==> config.mk <==
export PLATFORM = sky130hd
export DESIGN_NAME = gpio_pin_function_mux
export DESIGN_NICKNAME = d
export VERILOG_FILES = /design/src/gpio_mux_pkg.sv /design/src/gpio_pin_function_mux.sv /design/src/pin_output_stage.sv
export VERILOG_INCLUDE_DIRS = /design/src
export SDC_FILE = /design/constraint.sdc
export NUM_CORES = 1
export LEC_CHECK = 0
export BUFFER_PORTS_ARGS = -buffer_cell sky130_fd_sc_hd__buf_4
export CAP_MARGIN = 40
export CORE_ASPECT_RATIO = 0.9
export CORE_UTILIZATION = 47
export DETAILED_ROUTE_END_ITERATION = 10
export GPL_TIMING_DRIVEN = 0
export PLACE_DENSITY_LB_ADDON = 0.12
export SLEW_MARGIN = 20
export SYNTH_ARGS = -nofsm -noshare
export SYNTH_HDL_FRONTEND = slang
export SYNTH_SLANG_ARGS = --single-unit
==> constraint.sdc <==
create_clock -name core_clk -period 1.6 [get_ports core_clk]
set_input_delay 0.08 -clock core_clk [delete_from_list [all_inputs] [get_ports core_clk]]
set_output_delay 0.08 -clock core_clk [all_outputs]
set_load 0.05 [all_outputs]
==> src/gpio_mux_defines.svh <==
// addresses, reset values, field positions and codes of the pin function mux
`ifndef GPIO_MUX_DEFINES_SVH
`define GPIO_MUX_DEFINES_SVH

// register bus widths
`define REG_ADDR_W 8
`define REG_DATA_W 8

// bank 0 register addresses
`define ADDR_MONITOR_CONTROL 8'h4d
`define ADDR_PIN1_CTRL 8'h4f
`define ADDR_PIN2_CTRL 8'h50

// reset values
`define RESET_MONITOR_CONTROL 8'h01
`define RESET_PIN1_CTRL 8'h06
`define RESET_PIN2_CTRL 8'h02

// answer to a read of an unmapped address, and the idle read data
`define READ_IDLE 8'h00

// pin control register field positions
`define BIT_OUTPUT_INVERT 7
`define BIT_OPEN_DRAIN 6
`define BIT_FORCED_LEVEL 5
`define BIT_FORCE_ENABLE 4
`define FIELD_FSEL_HI 2
`define FIELD_FSEL_LO 0

// monitor control field position
`define FIELD_MON_SRC_HI 3
`define FIELD_MON_SRC_LO 0

// function selector codes
`define FSEL_LOW 3'h0
`define FSEL_TX_RX_SWITCH 3'h1
`define FSEL_ANTENNA_SELECT 3'h2
`define FSEL_EXT_AMP 3'h3
`define FSEL_SERIAL_DATA 3'h4
`define FSEL_DATA_CLOCK 3'h5
`define FSEL_MONITOR 3'h6
`define FSEL_INTERRUPT 3'h7

// monitor source codes
`define MON_SRC_LOW 4'h0
`define MON_SRC_CLOCK_OUT 4'h1
`define MON_SRC_SYNTH_LOCK 4'h2
`define MON_SRC_SYNC_DETECT 4'h3

// number of pins and depth of the input synchroniser
`define PIN_COUNT 2
`define SYNC_DEPTH 3

`endif

==> src/gpio_mux_pkg.sv <==
// types shared by the pin function mux files
package gpio_mux_pkg;

	// layout of one pin control register
	typedef struct packed {
		logic output_invert;
		logic open_drain;
		logic forced_level;
		logic force_enable;
		logic reserved;
		logic [2:0] function_select;
	} pin_ctrl_t;

	// internal signals a pin may carry
	typedef struct packed {
		logic tx_rx_switch_ctrl;
		logic antenna_select_ctrl;
		logic ext_amp_ctrl;
		logic serial_data_out;
		logic serial_data_drive;
		logic serial_data_clock;
		logic monitor_signal;
		logic interrupt_notify_n;
	} func_sources_t;

	// what a pin pad is told to do
	typedef struct packed {
		logic level;
		logic enable;
	} pin_drive_t;

endpackage : gpio_mux_pkg

==> src/gpio_pin_function_mux.sv <==
// register file, monitor select and pin drive of the two function pins
`timescale 1ns/10ps
`include "gpio_mux_defines.svh"

// Overview of operation
// - Control bit 5 holds the forced level: 0 drives low, 1 drives high.
// - The polarity bit never alters the forced level on the pin.
// - Control bit 4 enables the forced output; 0 leaves the selected function.
// - Control bit 7 inverts the selected function output.
// - Control bit 6 selects open-drain drive instead of push-pull.
// - Selector 000 low, 001 tx/rx switch, 010 antenna select, 011 amplifier.
// - Selector 100 makes the pin serial data line, 101 the data clock.
// - Selector 110 gives the digital monitor, 111 the interrupt notification.
// - First pin control register at 0x4f, reset 0x06, monitor after reset.
// - Second pin control register at 0x50, reset 0x02, antenna select.
// - Monitor source: 0000 low, 0001 clock out, 0010 lock, 0011 sync.
module gpio_pin_function_mux
	import gpio_mux_pkg::*;
(
	input wire logic core_clk,
	input wire logic reset,
	input wire logic [`REG_ADDR_W-1:0] reg_addr,
	input wire logic [`REG_DATA_W-1:0] reg_wdata,
	input wire logic reg_write,
	input wire logic reg_read,
	output logic [`REG_DATA_W-1:0] reg_rdata,
	input wire logic tx_rx_switch_ctrl,
	input wire logic antenna_select_ctrl,
	input wire logic ext_amp_ctrl,
	input wire logic serial_data_out,
	input wire logic serial_data_drive,
	input wire logic serial_data_clock,
	input wire logic interrupt_notify_n,
	input wire logic clock_out,
	input wire logic synth_locked,
	input wire logic sync_detected,
	input wire logic pin1_in,
	input wire logic pin2_in,
	output logic pin1_out,
	output logic pin1_oe,
	output logic pin2_out,
	output logic pin2_oe,
	output logic serial_data_line_in,
	output logic monitor_signal
);

	// register state
	pin_ctrl_t pin1_function_control;
	pin_ctrl_t pin2_function_control;
	logic [`REG_DATA_W-1:0] monitor_control;
	logic [`REG_DATA_W-1:0] next_reg_rdata;
	pin_ctrl_t next_pin1_function_control;
	pin_ctrl_t next_pin2_function_control;
	logic [`REG_DATA_W-1:0] next_monitor_control;

	// monitor and pin state
	logic [`FIELD_MON_SRC_HI-`FIELD_MON_SRC_LO:0] monitor_source_select;
	logic next_monitor_signal;
	func_sources_t sources;
	pin_drive_t pin1_drive;
	pin_drive_t pin2_drive;
	logic pin1_input_mode;
	logic pin2_input_mode;

	// input synchronisers, one chain per pin
	logic [`SYNC_DEPTH-1:0] pin_sync [`PIN_COUNT];
	logic [`SYNC_DEPTH-1:0] next_pin_sync [`PIN_COUNT];
	logic [`PIN_COUNT-1:0] pin_settled;
	logic [`PIN_COUNT-1:0] next_pin_settled;
	logic next_serial_data_line_in;

	// register writes and the one-cycle read answer
	always_comb begin
		next_pin1_function_control = pin1_function_control;
		next_pin2_function_control = pin2_function_control;
		next_monitor_control = monitor_control;
		next_reg_rdata = `READ_IDLE;
		if (reg_write) begin
			case (reg_addr)
				`ADDR_PIN1_CTRL: next_pin1_function_control = pin_ctrl_t'(reg_wdata);
				`ADDR_PIN2_CTRL: next_pin2_function_control = pin_ctrl_t'(reg_wdata);
				`ADDR_MONITOR_CONTROL: next_monitor_control = reg_wdata;
				default: next_monitor_control = monitor_control;
			endcase
		end
		// read data stands for exactly the cycle after the strobe
		if (reg_read) begin
			case (reg_addr)
				`ADDR_PIN1_CTRL: next_reg_rdata = pin1_function_control;
				`ADDR_PIN2_CTRL: next_reg_rdata = pin2_function_control;
				`ADDR_MONITOR_CONTROL: next_reg_rdata = monitor_control;
				default: next_reg_rdata = `READ_IDLE;
			endcase
		end
	end

	// register file flops
	always_ff @(posedge core_clk) begin
		if (reset) begin
			pin1_function_control <= pin_ctrl_t'(`RESET_PIN1_CTRL);
			pin2_function_control <= pin_ctrl_t'(`RESET_PIN2_CTRL);
			monitor_control <= `RESET_MONITOR_CONTROL;
			reg_rdata <= `READ_IDLE;
		end else begin
			pin1_function_control <= next_pin1_function_control;
			pin2_function_control <= next_pin2_function_control;
			monitor_control <= next_monitor_control;
			reg_rdata <= next_reg_rdata;
		end
	end

	assign monitor_source_select = monitor_control[`FIELD_MON_SRC_HI:`FIELD_MON_SRC_LO];

	// digital monitor source; unused codes read as low
	always_comb begin
		case (monitor_source_select)
			`MON_SRC_LOW: next_monitor_signal = 1'b0;
			`MON_SRC_CLOCK_OUT: next_monitor_signal = clock_out;
			`MON_SRC_SYNTH_LOCK: next_monitor_signal = synth_locked;
			`MON_SRC_SYNC_DETECT: next_monitor_signal = sync_detected;
			default: next_monitor_signal = 1'b0;
		endcase
	end

	// registered monitor feeds both pins, adding one cycle of delay
	always_ff @(posedge core_clk) begin
		if (reset) begin
			monitor_signal <= 1'b0;
		end else begin
			monitor_signal <= next_monitor_signal;
		end
	end

	// bundle of signals offered to each pin
	always_comb begin
		sources.tx_rx_switch_ctrl = tx_rx_switch_ctrl;
		sources.antenna_select_ctrl = antenna_select_ctrl;
		sources.ext_amp_ctrl = ext_amp_ctrl;
		sources.serial_data_out = serial_data_out;
		sources.serial_data_drive = serial_data_drive;
		sources.serial_data_clock = serial_data_clock;
		sources.monitor_signal = monitor_signal;
		sources.interrupt_notify_n = interrupt_notify_n;
	end

	// first pin, reset to the monitor function
	pin_output_stage u_pin1_stage (
		.ctrl(pin1_function_control),
		.sources(sources),
		.next_drive(pin1_drive),
		.serial_input_mode(pin1_input_mode)
	);

	// second pin, reset to antenna select
	pin_output_stage u_pin2_stage (
		.ctrl(pin2_function_control),
		.sources(sources),
		.next_drive(pin2_drive),
		.serial_input_mode(pin2_input_mode)
	);

	// pad outputs come straight from flops; pins float during reset and drive their reset functions from the first edge after it
	always_ff @(posedge core_clk) begin
		if (reset) begin
			pin1_out <= 1'b0;
			pin1_oe <= 1'b0;
			pin2_out <= 1'b0;
			pin2_oe <= 1'b0;
		end else begin
			pin1_out <= pin1_drive.level;
			pin1_oe <= pin1_drive.enable;
			pin2_out <= pin2_drive.level;
			pin2_oe <= pin2_drive.enable;
		end
	end

	// pin inputs are asynchronous: three stages, a change counts when the
	// second and third agree; the first stage feeds only the second
	always_comb begin
		next_pin_sync[0] = {pin_sync[0][`SYNC_DEPTH-2:0], pin1_in};
		next_pin_sync[1] = {pin_sync[1][`SYNC_DEPTH-2:0], pin2_in};
		next_pin_settled = pin_settled;
		for (int i = 0; i < `PIN_COUNT; i++) begin
			if (pin_sync[i][`SYNC_DEPTH-1] == pin_sync[i][`SYNC_DEPTH-2]) begin
				next_pin_settled[i] = pin_sync[i][`SYNC_DEPTH-1];
			end
		end
	end

	// received serial data: first pin in input mode has priority
	always_comb begin
		if (pin1_input_mode) begin
			next_serial_data_line_in = pin_settled[0];
		end else if (pin2_input_mode) begin
			next_serial_data_line_in = pin_settled[1];
		end else begin
			next_serial_data_line_in = 1'b0;
		end
	end

	// synchroniser and received data flops
	always_ff @(posedge core_clk) begin
		if (reset) begin
			for (int i = 0; i < `PIN_COUNT; i++) begin
				pin_sync[i] <= '0;
			end
			pin_settled <= '0;
			serial_data_line_in <= 1'b0;
		end else begin
			for (int i = 0; i < `PIN_COUNT; i++) begin
				pin_sync[i] <= next_pin_sync[i];
			end
			pin_settled <= next_pin_settled;
			serial_data_line_in <= next_serial_data_line_in;
		end
	end

endmodule : gpio_pin_function_mux

==> src/pin_output_stage.sv <==
// selection, inversion, override and drive style of one pin
`timescale 1ns/10ps
`include "gpio_mux_defines.svh"

module pin_output_stage
	import gpio_mux_pkg::*;
(
	input wire pin_ctrl_t ctrl,
	input wire func_sources_t sources,
	output pin_drive_t next_drive,
	output logic serial_input_mode
);

	logic func_level;
	logic func_drives;
	logic level;
	logic drives;

	// pick the function, then apply polarity, override and drive style
	always_comb begin
		func_level = 1'b0;
		func_drives = 1'b1;
		serial_input_mode = 1'b0;
		case (ctrl.function_select)
			`FSEL_LOW: func_level = 1'b0;
			`FSEL_TX_RX_SWITCH: func_level = sources.tx_rx_switch_ctrl;
			`FSEL_ANTENNA_SELECT: func_level = sources.antenna_select_ctrl;
			`FSEL_EXT_AMP: func_level = sources.ext_amp_ctrl;
			`FSEL_SERIAL_DATA: begin
				// bidirectional: the core decides the direction
				func_level = sources.serial_data_out;
				func_drives = sources.serial_data_drive;
				serial_input_mode = ~sources.serial_data_drive;
			end
			`FSEL_DATA_CLOCK: func_level = sources.serial_data_clock;
			`FSEL_MONITOR: func_level = sources.monitor_signal;
			`FSEL_INTERRUPT: func_level = sources.interrupt_notify_n;
			default: func_level = 1'b0;
		endcase
		// polarity acts on the function output only
		level = func_level ^ ctrl.output_invert;
		drives = func_drives;
		// override wins over the selector, and bypasses the polarity
		if (ctrl.force_enable) begin
			level = ctrl.forced_level;
			drives = 1'b1;
			serial_input_mode = 1'b0;
		end
		// open drain only ever pulls low; the high is left to the pull-up
		if (ctrl.open_drain) begin
			next_drive.level = 1'b0;
			next_drive.enable = drives & ~level;
		end else begin
			next_drive.level = level;
			next_drive.enable = drives;
		end
	end

endmodule : pin_output_stage

[Yosys cells after proc, flatten, opt, wreduce, memory -nomap -nowiden]
Memories as Yosys holds them, arrays and structs flattened.
Cells that the tools add are included.
Storage, ports and cells
  memories kept: 1
  bits of input ports: 32
  register bits: 40
  output and inout bits: 14
  RAM bits: 6
  logic and storage cells: 86
Cells by class
  bitwise operators: 10
  eq/ne operators: 22
  muxes and demuxes: 23
  reduce and logical (&&, ||, !) cells: 8
Memories
  pin_sync: depth 2, bits a word 3, read ports 2, clocked after memory_dff 0, wr ports 2, line gpio_pin_function_mux.sv:66  | logic [`SYNC_DEPTH-1:0] pin_sync [`PIN_COUNT];
Operator list (number)
  $eq A3 B3 Y1 const B: 8
  $eq A8 B7 Y1 const B: 3
  $pmux W8 S3: 1
  $mux W1: 17
  $pmux W1 S8: 2
  $eq A3 B2 Y1 const B: 4
  $eq A4 B2 Y1 const B: 2
  $eq A3 B1 Y1 const B: 2
  $logic_not A3 Y1: 2
  $mux W3: 2
  $reduce_and A2 Y1: 3
  $reduce_or A2 Y1: 3
  $eq A4 B1 Y1 const B: 1
  $not A1 Y1: 4
  $pmux W1 S3: 1
  $and A1 B1 Y1: 2
  $eq A1 B1 Y1: 2
  $or A1 B1 Y1: 2
  $xor A1 B1 Y1: 2

[Logic depth before layout (Yosys ltp)]
  depth in word-level cells: 7
  gate-level depth with buffers: 6
  gate-level depth less buffers: 5

[Modules after synthesis]
Synthesis repeated with hierarchy kept, for this count alone.
Unflattened totals
  cells, all modules: 203
  area total of the unflattened synthesis: 2098.3 um2
By module, submodules not included
  gpio_pin_function_mux: seq. area each 920.9 um2, area an instance 1855.5 um2, times used 1, cells each 171
  pin_output_stage: seq. area each 0.0 um2, area an instance 121.4 um2, times used 2, cells each 16

[Least setup slack after synthesis]
Ideal clock, no wire load.
  path kind: flip-flop to flip-flop
  start point: register monitor_signal
  end point: register pin2_out
  arrival: 1561 ps
  setup slack: -89 ps
  path buffers: 0
  cell stages (with the launch flop): 6
  clock period less this slack: 1689 ps
  data required time: 1472 ps
  library setup time: 128 ps
  cells stage by stage: dfxtp_1 > mux2i_1 > mux4_2 > xnor2_1 > mux2i_1 > nor3_2
Between the ends
  longest elaborated chain between the ends: 3
RTL lines
  from (decl): line gpio_pin_function_mux.sv:44  | output logic monitor_signal
  from (signal assigned): line gpio_pin_function_mux.sv:130  | monitor_signal <= next_monitor_signal;
  $pmux W1 S8: line pin_output_stage.sv:24  | case (ctrl.function_select)
  $xor A1 B1 Y1: line pin_output_stage.sv:41  | level = func_level ^ ctrl.output_invert;
  $mux W1: line pin_output_stage.sv:44  | if (ctrl.force_enable) begin
  to (signal assigned): line gpio_pin_function_mux.sv:172  | pin2_out <= pin2_drive.level;
  to (decl): line gpio_pin_function_mux.sv:41  | output logic pin2_out,
Every way passes these cells.
A chain may end at the register's enable or synchronous reset.

[Worst setup path in the final report]
  start point: register pin1_function_control[0] (netlist bit)
  end point: register pin1_out
Between the ends
  longest elaborated chain between the ends: 4
  elaborated cells between the ends (all ways): 11
  those cells by class: 7 x eq/ne; 2 x mux; 1 x bitwise; 1 x reduce/logical
RTL lines
  from (decl): line gpio_pin_function_mux.sv:48  | pin_ctrl_t pin1_function_control;
  from (signal assigned): line gpio_pin_function_mux.sv:100  | pin1_function_control <= pin_ctrl_t'(`RESET_PIN1_CTRL);
  from (signal assigned): line gpio_pin_function_mux.sv:105  | pin1_function_control <= next_pin1_function_control;
  $eq A3 B3 Y1 (tied with other cells): line pin_output_stage.sv:24
  $pmux W1 S8 (*): line pin_output_stage.sv:24
  $xor A1 B1 Y1 (*): line pin_output_stage.sv:41
  $mux W1 (*): line pin_output_stage.sv:44
  to (signal assigned): line gpio_pin_function_mux.sv:170  | pin1_out <= pin1_drive.level;
  to (decl): line gpio_pin_function_mux.sv:39  | output logic pin1_out,
Every way passes the cells marked *; elsewhere a longest branch is shown, timed or not.

==> run summary <==
Critical Path RT = 1.79 ns
Top Ports = 46
CP max stage cell = mux4_2
Final WS setup = 0.0422 ns
worst r2r path cells = 4
area of the multi-input gates = 982 µm²
Main synth FF type = dfxtp_1
antenna viol nets, final = 0
fillcell total = 328
Finished Layout Cells = 297
share of layout cells above drive strength 1 = 31.9%
die area = 0.00439 mm²
core area = 0.00384 mm²
CP Capture Type = flop
Critical R2R Capture = pin1_out$_SDFF_PP0_
RR Startpoint = pin1_function_control[0]$_SDFFE_PP0P_
min-delay src = reg_wdata[0]
crit path cell chain = mux4_2 -> a21oi_4 -> nor4b_2 -> a311o_1
most frequent cell after synthesis = dfxtp_1
total number of vias = 1607
P_sw = 0.469 mW
Port Buffers = 45
area leader, netlist = dfxtp_1
crit path kind = flop to flop
ant diodes = 0
gpl congestion = 0.756
Wirelength per Cell = 14.8 µm
Post-Place Cells = 288
asr flop ratio synth = 0%
# nets final = 284
htree depth = 2
Area contributors post-synth = dfxtp_1 (47%), mux2i_1 (9.3%), mux2_2 (5.2%), nor2_1 (4.8%), a21oi_1 (3.4%)
initial drt markers = 102
pwr/cell area = 829 mW/mm²
syn nets = 229
Place WS = -0.149 ns
Die Span Y = 63.0 µm
Seq cells post-synth = 46
CP startpoint kind = flop
CTS root buffer = clkbuf_8
Syn Area/Cell = 9.85 µm²
first-pass GRT wire length = 7.33 mm
fin crit share = 97.4%
Final HPWL DP = 3.10 mm
post-synthesis cell type count = 36
final hold vios = 0
Clock Power Share = 34.1%
Clock Tree Buf Depth = 2
switching power share of the total = 22.8%
Max stage delay on crit path = 0.53 ns
worst hold path depth = 2
Total GRT Usage = 21.5%
clk_lat worst skew = 0.30 ns
worst path arrival time = 1.75 ns
post-synthesis cell count = 197
VDD IR-drop max = 0.000524 V
Max Clock Freq = 642 MHz
TritonCTS clock tree = done
Register Area = 928 µm²
first-pass iteration count of the detailed router = 4
clock skew = 0.00446 ns
register area share after synthesis = 47.5%
worst-margin pin slew = 0.793 ns
grt total ovfl = 0
Reg2Reg Setup Slack = 0.04 ns
initial antenna violation count = 0
RSZ-0062 raised after global routing = true
worst-path maximum fanout = 3
Detailed Route WL = 4.39 mm
remaining routing DRC violations = 0
area grow syn2layout = 27.8%
worst hold path class = input port to flop
number of flops mapped to enable cells by yosys = 0
outcome = completed
number of global-route vias before repair = 1544
Slew HR = 47.1%
Die Wd = 69.7 µm
Clock transition at path regs = 0.08 ns
Initial Utilization = 50.6%
Max Slew Vio Count = 0
Critical Path Source = pin1_function_control[0]$_SDFFE_PP0P_
top cell type's share of synthesized area = 47.5%
worst hold path endpoint = monitor_control[0]$_SDFFE_PP1P_
internal power = 1.59 mW
largest net degree at the start of global routing = 13
final count of negative-setup-slack endpoints = 0
static leakage = 0.995 nW
CTS sink cnt = 46
row count = 21
maxcap violations = 0
sequential share of power = 56.5%
commonest cells in the netlist = dfxtp_1 (46), nor2_1 (25), mux2i_1 (18), a21oi_1 (13), nand2_1 (12)
warning count from the yosys run = 0
DR vias/cell = 5.41
combinational power share = 9.5%
min Tclk post-route = 1.56 ns
synthesized area = 0.00194 mm²
CTS Buf Count = 5
-- cell type report --
| class | instances | share of cell area, % |
|---|---|---|
| multi-input combinational | 136 | 39.6 |
| sequential | 46 | 37.4 |
| timing repair buffer | 49 | 15.0 |
| clock buffer | 6 | 3.33 |
| tap | 46 | 2.32 |
| buffer | 10 | 1.66 |
| inverter | 4 | 0.605 |
-- placed cells by master (no fill, tap or decap), types with 2 or more instances in the layout --
| master | instances |
|---|---|
| buf_2 | 3 |
| mux4_2 | 2 |
| nand3_1 | 8 |
| and3_1 | 2 |
| clkbuf_8 | 6 |
| nor4_1 | 4 |
| clkbuf_1 | 6 |
| nand2_1 | 12 |
| nand2b_1 | 2 |
| nor2b_1 | 7 |
| dfxtp_1 | 42 |
| dfxtp_2 | 3 |
| a21oi_1 | 13 |
| mux2i_1 | 18 |
| inv_1 | 4 |
| mux2_2 | 9 |
| buf_4 | 47 |
| a311o_1 | 3 |
| a31oi_1 | 2 |
| nor2_1 | 25 |
| a211o_1 | 4 |
| dlygate4sd3_1 | 2 |
| o21ai_0 | 2 |
| a22oi_1 | 8 |
-- power groups by stage --
stage	Combinational [mW]	Sequential, mW	Clock [mW]
2_1_floorplan	0.0657	1.21	0
3_3_place_gp	0.184	1.19	0
3_5_place_dp	0.185	1.19	0
4_1_cts	0.193	1.16	0.708
5_1_grt	0.210	1.16	0.766
6_report	0.195	1.16	0.700
-- cells by family after synthesis --
family / after synthesis / synth area share [%]
muxes: 29 / 16.8
buffers and inverters: 15 / 3.29
AOI/OAI and AO/OA: 34 / 11.8
DFF: 46 / 47.5
xor gates and xnor gates: 2 / 0.903
and+or+nand+nor: 71 / 19.7
-- worst max-delay path, delay by kind of cell (launching register included) --
kind | cells | cell delay (ns)
AND/OR/NAND/NOR | 1 | 0.07
flip-flops | 1 | 0.36
AO/OA/AOI/OAI | 2 | 0.50
multiplexers | 1 | 0.53
-- worst max path at each step --
stage	to	cells past startpoint	slack [ns]
final	pin1_out$_SDFF_PP0_	4	0.04
after global routing	pin1_out$_SDFF_PP0_	4	-0.01
after CTS	pin2_out$_SDFF_PP0_	6	0.02
after detailed placement	pin1_out$_SDFF_PP0_	4	-0.15
after global placement	pin1_out$_SDFF_PP0_	4	-0.15
after floorplan	pin1_out$_SDFF_PP0_	4	0.03
-- per-layer routing --
layer / routed length [µm] / up-vias / GRT usage [%] / share of wire (%)
li1: - / 808 / - / -
met1: 2060 / 739 / 28.8 / 47
met2: 1950 / 54 / 34.0 / 45
met3: 310 / 6 / 4.35 / 7.1
met4: 62 / 0 / 8.25 / 1.4
met5: 0 / - / 0 / 0
-- flip-flops by register name (all words and copies together), names as in the netlist --
| signal | cells |
|---|---|
| monitor_control | 8 |
| pin1_function_control | 8 |
| pin2_function_control | 8 |
| reg_rdata | 8 |
| pin_sync | 6 |
| pin_settled | 2 |
| monitor_signal | 1 |
| pin1_oe | 1 |
| pin1_out | 1 |
| pin2_oe | 1 |
| pin2_out | 1 |
| serial_data_line_in | 1 |
-- stage by stage --
step | utilization (%) | area [µm²] | setup TNS (ns) | total power, mW | hold WS, ns
6_report | 64.6 | 2480 | 0 | 2.06 | 0.000784
5_1_grt | 64.6 | 2480 | -0.0149 | 2.14 | 0.0160
4_1_cts | 64.4 | 2470 | 0 | 2.06 | 0.00166
3_5_place_dp | 60.9 | 2340 | -0.149 | 1.38 | 0.300
3_3_place_gp | 60.9 | 2340 | -0.151 | 1.37 | 0.291
2_1_floorplan | - | 1940 | 0 | 1.28 | 0.198
-- timing repair --
item | 4_1_cts | 5_1_grt
buffers inserted | 2 | 0
endpoints found under the setup margin | 1 | 2
hold endpoints to repair | 2 | 0
hold buffers | 2 | 0
resized for setup | 4 | 4
gates cloned | 0 | 0
pin swaps | 1 | 3
No activity file was read; power rests on OpenSTA's default activity.
